File: config.mk
export PLATFORM = sky130hd
export DESIGN_NAME = etc_exposure_trigger_control
export DESIGN_NICKNAME = d
export VERILOG_FILES = /design/src/verilog/etc_pkg.sv /design/src/verilog/exposure_trigger_control.sv
export VERILOG_INCLUDE_DIRS = /design/src /design/src/verilog
export SDC_FILE = /design/constraint.sdc
export NUM_CORES = 1
export LEC_CHECK = 0
export BUFFER_PORTS_ARGS = -buffer_cell sky130_fd_sc_hd__buf_2
export CAP_MARGIN = 20
export CORE_MARGIN = 8
export CORE_UTILIZATION = 30
export CTS_BUF_LIST = sky130_fd_sc_hd__clkbuf_8
export DETAILED_ROUTE_END_ITERATION = 8
export SLEW_MARGIN = 20
export SYNTH_ARGS = -nofsm -noshare
export SYNTH_HDL_FRONTEND = slang
export SYNTH_SLANG_ARGS = --single-unit
export TNS_END_PERCENT = 5
File: constraint.sdc
create_clock -name mclk -period 19.9 [get_ports mclk]
set_clock_uncertainty 0.1 [all_clocks]
set_input_delay 3.98 -clock mclk [delete_from_list [all_inputs] [get_ports mclk]]
set_output_delay 3.98 -clock mclk [all_outputs]
set_load 0.02 [all_outputs]
File: src/verilog/etc_map.svh
`ifndef ETC_MAP_SVH
`define ETC_MAP_SVH

// Exposure duration and geometry widths
`define ETC_EXP_W        32
`define ETC_DIM_W        16
// Reset values of state
`define ETC_EXP_RST      32'h0000_0000
`define ETC_DIM_RST      16'h0000
// Readout pacing: cycles spent on one pixel
`define ETC_PIX_CYCLES   1

`endif

File: src/verilog/etc_pkg.sv
package etc_pkg;

    typedef enum logic [1:0] {
        ETC_MODE_TIMED = 2'h1,
        ETC_MODE_PULSE = 2'h2
    } etc_mode_e;

    typedef enum logic [2:0] {
        ETC_EXP_WAIT  = 3'h1,
        ETC_EXP_TIMED = 3'h2,
        ETC_EXP_PULSE = 3'h4
    } etc_exp_e;

    typedef struct packed {
        logic [15:0] row;
        logic [15:0] col;
        logic [15:0] data;
    } etc_pix_s;

    typedef struct packed {
        logic        sync1;
        logic        sync2;
        logic        trig_prev;
        etc_exp_e    exp_st;
        logic [31:0] exp_cnt;
        logic        rd_busy;
        logic [15:0] rd_row;
        logic [15:0] rd_col;
        logic        rd_start;
        logic        wr_en;
        etc_pix_s    wr;
        logic        overlapped;
        logic [31:0] frame_cnt;
        logic [31:0] last_exp;
        logic [31:0] last_rd;
        logic [31:0] rd_len;
    } etc_state_s;

endpackage

File: src/verilog/exposure_trigger_control.sv
`timescale 1ns/10ps
`include "etc_map.svh"
module etc_exposure_trigger_control
    import etc_pkg::*;
#(
    parameter int EXP_W = `ETC_EXP_W,
    parameter int DIM_W = `ETC_DIM_W
) (
    // Clock and reset
    input  wire logic              mclk,
    input  wire logic              rst_n,
    // Trigger inputs and selection
    input  wire logic              link_trigger,
    input  wire logic              hardware_input_line,
    input  wire logic              trig_sel_line,
    // Configuration
    input  wire etc_mode_e         exposure_mode,
    input  wire logic              trig_falling,
    input  wire logic [EXP_W-1:0]  exposure_cycles,
    input  wire logic [DIM_W-1:0]  roi_width,
    input  wire logic [DIM_W-1:0]  roi_height,
    // Sensor pixel source
    input  wire logic [15:0]       sensor_pixel,
    // Status
    output logic                   exposure_active,
    output logic                   waiting_trigger,
    output logic                   readout_active,
    output logic                   readout_start,
    output logic                   overlapped,
    // Frame buffer write port
    output logic                   fb_wr_en,
    output etc_pix_s               fb_wr
);

    etc_state_s s_q;
    etc_state_s s_d;

    logic trig_raw;
    logic rise;
    logic fall;
    logic start_edge;
    logic end_edge;
    logic exp_end;
    logic accept;
    logic rd_last;
    logic overlap_now;

    // -------------------------------------------------------------
    // Trigger conditioning
    // -------------------------------------------------------------
    assign trig_raw   = trig_sel_line ? hardware_input_line : link_trigger;
    // Two synchroniser stages put two cycles between a pin change and its
    // edge pulse, and the state register adds one more; exposure therefore lags
    // the trigger by a fixed amount that is the same for start and end.

    // Only the second stage is looked at; first stage may be metastable
    assign rise       = s_q.sync2 & ~s_q.trig_prev;
    assign fall       = ~s_q.sync2 & s_q.trig_prev;
    assign start_edge = trig_falling ? fall : rise;
    assign end_edge   = trig_falling ? rise : fall;
    // Waiting state only; triggers in exposure states are dropped
    assign accept     = start_edge && (s_q.exp_st == ETC_EXP_WAIT);
    assign rd_last    = s_q.rd_busy && (s_q.rd_col == roi_width - 1'b1)
                        && (s_q.rd_row == roi_height - 1'b1);

    // Period is counted from the last accepted start; the counter wraps
    // after 2^32 cycles, so a very slow trigger may look overlapped.
    // The first frame compares against zero and is never overlapped.
    assign overlap_now = (s_q.frame_cnt <= s_q.last_exp + s_q.rd_len);

    always_comb begin
        s_d           = s_q;
        s_d.sync1     = trig_raw;
        s_d.sync2     = s_q.sync1;
        s_d.trig_prev = s_q.sync2;
        s_d.rd_start  = 1'b0;
        s_d.wr_en     = 1'b0;
        exp_end       = 1'b0;
        s_d.frame_cnt = s_q.frame_cnt + 1'b1;

        // ---------------------------------------------------------
        // Exposure state machine
        // ---------------------------------------------------------
        unique case (s_q.exp_st)
            ETC_EXP_WAIT: begin
                if (accept) begin
                    s_d.exp_cnt = 32'h1;
                    // Overlap judged from start-to-start period
                    s_d.overlapped = overlap_now;
                    s_d.frame_cnt = 32'h1;
                    s_d.last_exp  = 32'h0;
                    if (exposure_mode == ETC_MODE_PULSE) begin
                        s_d.exp_st = ETC_EXP_PULSE;
                    end else begin
                        s_d.exp_st = ETC_EXP_TIMED;
                    end
                end
            end

            ETC_EXP_TIMED: begin
                s_d.exp_cnt = s_q.exp_cnt + 1'b1;
                // Pulse length plays no part here
                if (s_q.exp_cnt >= exposure_cycles) begin
                    exp_end = 1'b1;
                end
            end

            ETC_EXP_PULSE: begin
                s_d.exp_cnt = s_q.exp_cnt + 1'b1;
                if (end_edge) begin
                    exp_end = 1'b1;
                end
            end

            // Only reachable from a corrupted state code; recover to idle
            default: begin
                s_d.exp_st = ETC_EXP_WAIT;
            end
        endcase

        // A second exposure that ends while readout still runs restarts
        // readout for the new frame; the old frame is cut short. The
        // trigger source is expected to avoid this case.
        if (exp_end) begin
            // One shutter event for every line at once
            s_d.exp_st   = ETC_EXP_WAIT;
            s_d.last_exp = s_q.exp_cnt;
            s_d.rd_start = 1'b1;
            s_d.rd_busy  = 1'b1;
            s_d.rd_row   = 16'h0;
            s_d.rd_col   = 16'h0;
            // Readout length follows the region size
            s_d.rd_len   = 32'(roi_width) * 32'(roi_height);
        end else if (s_q.rd_busy) begin
            // -----------------------------------------------------
            // Line-by-line readout, runs under a new exposure
            // -----------------------------------------------------
            s_d.wr_en    = 1'b1;
            s_d.wr.row   = s_q.rd_row;
            s_d.wr.col   = s_q.rd_col;
            s_d.wr.data  = sensor_pixel;
            if (rd_last) begin
                s_d.rd_busy = 1'b0;
            end else if (s_q.rd_col == roi_width - 1'b1) begin
                s_d.rd_col = 16'h0;
                s_d.rd_row = s_q.rd_row + 1'b1;
            end else begin
                s_d.rd_col = s_q.rd_col + 1'b1;
            end
        end
        // No gate on overlap: readout never blocks a new start
    end

    always_ff @(posedge mclk) begin
        if (!rst_n) begin
            // Every field gets a constant so no state leaks across reset
            s_q.sync1      <= 1'b0;
            s_q.sync2      <= 1'b0;
            s_q.trig_prev  <= 1'b0;
            s_q.exp_st     <= ETC_EXP_WAIT;
            s_q.exp_cnt    <= `ETC_EXP_RST;
            s_q.rd_busy    <= 1'b0;
            s_q.rd_row     <= `ETC_DIM_RST;
            s_q.rd_col     <= `ETC_DIM_RST;
            s_q.rd_start   <= 1'b0;
            s_q.wr_en      <= 1'b0;
            s_q.wr         <= '0;
            s_q.overlapped <= 1'b0;
            s_q.frame_cnt  <= `ETC_EXP_RST;
            s_q.last_exp   <= `ETC_EXP_RST;
            s_q.last_rd    <= `ETC_EXP_RST;
            s_q.rd_len     <= `ETC_EXP_RST;
        end else begin
            s_q <= s_d;
        end
    end

    // -------------------------------------------------------------
    // Exposure status outputs
    // -------------------------------------------------------------
    // Decoded straight from the state register, so no glitch reaches
    // the pin and the two flags are always exact complements.
    assign exposure_active = (s_q.exp_st != ETC_EXP_WAIT);
    assign waiting_trigger = (s_q.exp_st == ETC_EXP_WAIT);

    // -------------------------------------------------------------
    // Readout status outputs
    // -------------------------------------------------------------
    assign readout_active  = s_q.rd_busy;
    assign readout_start   = s_q.rd_start;
    assign overlapped      = s_q.overlapped;

    // -------------------------------------------------------------
    // Frame buffer write port
    // -------------------------------------------------------------
    // Address and data come from one register stage with the strobe
    assign fb_wr_en        = s_q.wr_en;
    assign fb_wr           = s_q.wr;

endmodule
Yosys cells after proc, flatten, opt, wreduce, memory -nomap -nowiden
Index checks and enable logic that the tools add are counted.
{ "classes": {"n_mul": 1, "magnitude_cmp": 2, "eq_ne": 8, "reduce_logical": 15, "mux": 21, "bitwise": 8, "div_mod_pow": 0, "n_shift": 0, "n_addsub": 7} }
{ "op_table": {"columns": ["cell", "count"], "rows": [
  ["$mux 64", 2],
  ["$mux 33", 2],
  ["$add 32x1->32 const B", 2],
  ["$mux 32", 2],
  ["$pmux 32 s2", 1],
  ["$mux 49", 1],
  ["$mux 35", 1],
  ["$add 16x1->16 const B", 2],
  ["$add 32x32->32", 1],
  ["$eq 16x16->1", 2],
  ["$ge 32x32->1", 1],
  ["$le 32x32->1", 1],
  ["$mul 16x16->32", 1],
  ["$mux 16", 2],
  ["$sub 16x1->16 const B", 2],
  ["$reduce_and 2->1", 6],
  ["$mux 1", 7],
  ["$not 1->1", 6],
  ["$pmux 3 s2", 1],
  ["$reduce_bool 2->1", 3],
  ["$reduce_or 2->1", 2],
  ["$eq 3x1->1 const B", 1],
  ["$eq 3x2->1 const B", 1],
  ["$eq 3x3->1 const B", 1],
  ["other kinds (8)", 11]
]} }
{ "totals": {"n_memories": 0, "rom_bits": 0, "ram_bits": 0, "elab_cells": 79, "ff_bits": 218, "out_inout_bits": 54, "latch_bits": 0} }

Logic depth before layout (Yosys ltp)
{ "logic_depth": {"ltp_word": 7, "mapped_depth": 25} }

Worst setup path before layout
No wires, ideal clock.
{ "synth_timing": {"path_kind": "in2reg", "from": "in roi_width[10]", "to": "reg s_q[26] (netlist bit)", "setup_time_ps": 117, "path_slack_ps": 9935, "path_stages": 21, "n_path_buf": 2, "required_ps": 19683, "arrival_time_ps": 9748, "path_cell_list": "clkbuf_1 clkbuf_1 nand2_1 fa_1 fa_1 fa_1 fa_1 inv_1 fa_1 inv_1 fa_1 inv_1 ha_1 nand2_1 a21oi_1 a221oi_1 o2bb2ai_1 o2bb2a_1 o31ai_1 or3_1 a32o_1"} }
{ "synth_between": {"elab_chain_cells": 1} }
{ "synth_lines": {"columns": ["item", "line", "text"], "rows": [
  ["from (decl)", "exposure_trigger_control.sv:20", "input wire logic [DIM_W-1:0] roi_width,"],
  ["$mul 16x16->32", "exposure_trigger_control.sv:133", "s_d.rd_len = 32'(roi_width) * 32'(roi_height);"],
  ["to (decl)", "exposure_trigger_control.sv:35", "etc_state_s s_q;"]
]} }
Every way passes these cells.
A chain may end at the register's enable or synchronous reset.

Final worst setup path
{ "layout_timing": {"from": "in roi_height[3]", "to": "reg s_q[28] (netlist bit)"} }
{ "layout_between": {"elab_chain_cells": 1} }
{ "layout_lines": {"columns": ["item", "line", "text"], "rows": [
  ["from (decl)", "exposure_trigger_control.sv:21", "input wire logic [DIM_W-1:0] roi_height,"],
  ["$mul 16x16->32", "exposure_trigger_control.sv:133", null]
]} }
Every way passes these cells.

==> qor.yml <==
drt:
  drc: 0
  ant_nets: 0
  totalWireLength_um: 58050
  firstDrtPassIters: 7
  vias: 17214
  drt_iter0_markers: 1197
  viasPerCell: 4.830
  wire_per_inst_um: 16.29
status:
  status: "completed"
floorplan:
  floorplan.initialDensity_pct: 30.25
  io_pins: 142
  dieArea_sq_mm: 0.08079
  die_h_um: 284.2
  core_sq_mm: 0.07136
  fp.dieW_um: 284.2
  core.rowCount: 98
grt:
  grt_max_degree: 75
  grt_overflow: 0
  grt_antenna_before_repair: 3
  grt_pass1_wl_um: 94320
  grt_pass1_vias: 17076
  grt_use_total_pct: 14.12
final_layout:
  nNetsFinal: 3080
  area_growth_pct: 8.875
  stdcell_count: 3564
  ff_latch_area_sq_mm: 0.004364
  diodes: 0
  final_util_pct: 32.93
  drive_gt1_share_pct: 8.875
  multi_input_area_sq_mm: 0.01527
  fill_cells: 7585
synth:
  synth-main-ff-cell: "dfxtp_1"
  async_flop_share_pct: 0
  ys_ff_latch: 218
  synth_top_area_share_pct: 20.22
  synth_warnings: 0
  synth_edf_count: 0
  synth_area_leaders: "dfxtp_1 20%, fa_1 18%, ha_1 12%"
  synth_nets: 3057
  syn_area_sq_mm: 0.02158
  synth_common_cells: "331 x nand2_1, 302 x inv_1, 218 x dfxtp_1"
  ys_types: 74
  syn_avg_cell_area_sq_um: 8.402
  yosysMostFrequentCell: "nand2_1"
  synth_cells: 2569
  seq_area_frac_synth_pct: 20.22
  yosys.area.top_type: "dfxtp_1"
clocking:
  cts-hold-fix-buffers: 0
  cts_setup_buffers: 0
  cts_root_buffer: "clkbuf_8"
  cts_made_buffers: 38
  cts_tree: "done"
  htree_num_levels: 2
  cts_resized: 0
  clk_pin_slew_worst_paths_ps: 60
  worstSkewPairLatency_ps: 580
  cts_sinks: 218
  clockBufferDepth: 3
power:
  power.leakage_nw: 10.49
  peakVddDrop_mv: 0.1694
  powerDensity_mw_per_mm2: 120.7
  p_total_mw: 2.837
place:
  gp_congestion: 0.8586
  hpwl_um: 45580
  port_buffers: 141
  placed_cells: 3502
sta:
  finalCritPeriodShare_pct: 49.18
  hold_violations: 0
  fmax_mhz: 102.2
  rsz0062_at_grt: "false"
  slew_violations: 0
  totalNegativeSetupSlack_ps: 0
  slew_headroom_pct: 31.43
  tightest_slew_ps: 1029
  finalSetupViolations: 0
  final.min_clock_period_ps: 9787
job:
  drv_cap: 0
worst_setup_path:
  worstPathMaxFanout: 20
  arrival_ps: 10180
  critical_path_class: "in2reg"
  start_kind: "primary input"
  end_kind: "flip-flop"
  worstPathRequired_ps: 20290
worst_hold_path:
  hold_path.class: "reg2reg"
-- worst max-delay path, cell delays in order --
cell and delay, ps:
buf_2 400, nand2_1 160, fa_1 560, inv_1 50, fa_1 500, ha_1 150, inv_1 60, fa_1 550
fa_1 450, fa_1 560, inv_1 50, ha_1 210, a2111oi_0 510, o31ai_1 200, a221oi_1 490, o2bb2ai_1 240
o2bb2a_1 290, o31ai_1 130, o41ai_1 370, nand4_1 150, o221ai_1 100
-- power by group --
part	switching [mW]	leakage, nW	internal, mW
sequential	0.00163	1.76	0.438
clock	0.197	0.427	0.236
combinational	1.17	8.31	0.797
total	1.37	10.5	1.47
-- kinds of logic (layout without fill, tap and decap cells) --
| logic type | count (synthesis) | count (layout) | share of synthesized area, % |
|---|---|---|---|
| AOI/OAI and AO/OA | 396 | 396 | 12.53 |
| muxes | 28 | 28 | 1.298 |
| adders and majority gates | 400 | 400 | 29.97 |
| xor gates and xnor gates | 153 | 153 | 6.208 |
| buffers and inverters | 468 | 513 | 9.095 |
| DFF | 218 | 218 | 20.22 |
| and+or+nand+nor | 906 | 906 | 20.68 |
-- area by class of cell --
cell class	count	area share, %
sequential	218	18.57
clock buffer	46	2.694
timing repair buffer	148	3.226
tap	950	5.058
inverter	303	4.840
clock inverter	16	0.6123
multi-input combinational	1883	65.00
-- registers in the layout, summed over array words and instances, names as in the netlist --
name	flops
s_q	164
fb_wr	48
s_d	2
fb_wr_en	1
overlapped	1
readout_active	1
readout_start	1
-- cells in the final DEF (no fill, tap or decap), drive strengths merged, types with 12 or more instances in the layout --
cell type and count:
mux2i 28, a21o 31, o21bai 12, a22o 33
a21boi 55, nor2 153, nand4 41, inv 312
nand3 56, nand2b 20, nor3 39, clkbuf 46
and3 17, xnor2 82, dfxtp 218, a21oi 94
and2 118, fa 195, xor2 71, o21ai 66
o21a 13, nand2 331, nor4 12, ha 205
or3 30, buf 148, nor2b 38
-- per-stage QoR --
stage | worst slack, ps | hold slack [ps] | cell area [sq um]
after CTS | 10120 | 334.7 | 23500
final | 10110 | 332.2 | 23500
after global placement | 9601 | 319.1 | 22720
after floorplan | 9935 | 311.9 | 21580
after detailed placement | 9522 | 320.2 | 22720
after global routing | 9681 | 354.5 | 23500
-- worst paths after layout --
check	cells after the start	start	slack [ps]	end
min	1	s_d[248]	330	s_d[247]
max	21	roi_height[3]	10110	s_q[28]
max reg2reg	17	s_q[1]	14840	overlapped
min reg2reg	1	s_d[248]	330	s_d[247]
-- per-layer routing --
metal  global-route usage [%]  vias up  routed length (um)
met3                    3.056       80                3694
li1                         -     8482                   -
met2                    21.73      416               25090
met5                        0        -                  28
met1                    20.01     8232               28010
met4                    3.303        4                1224
(Power assumes the default switching activity.)
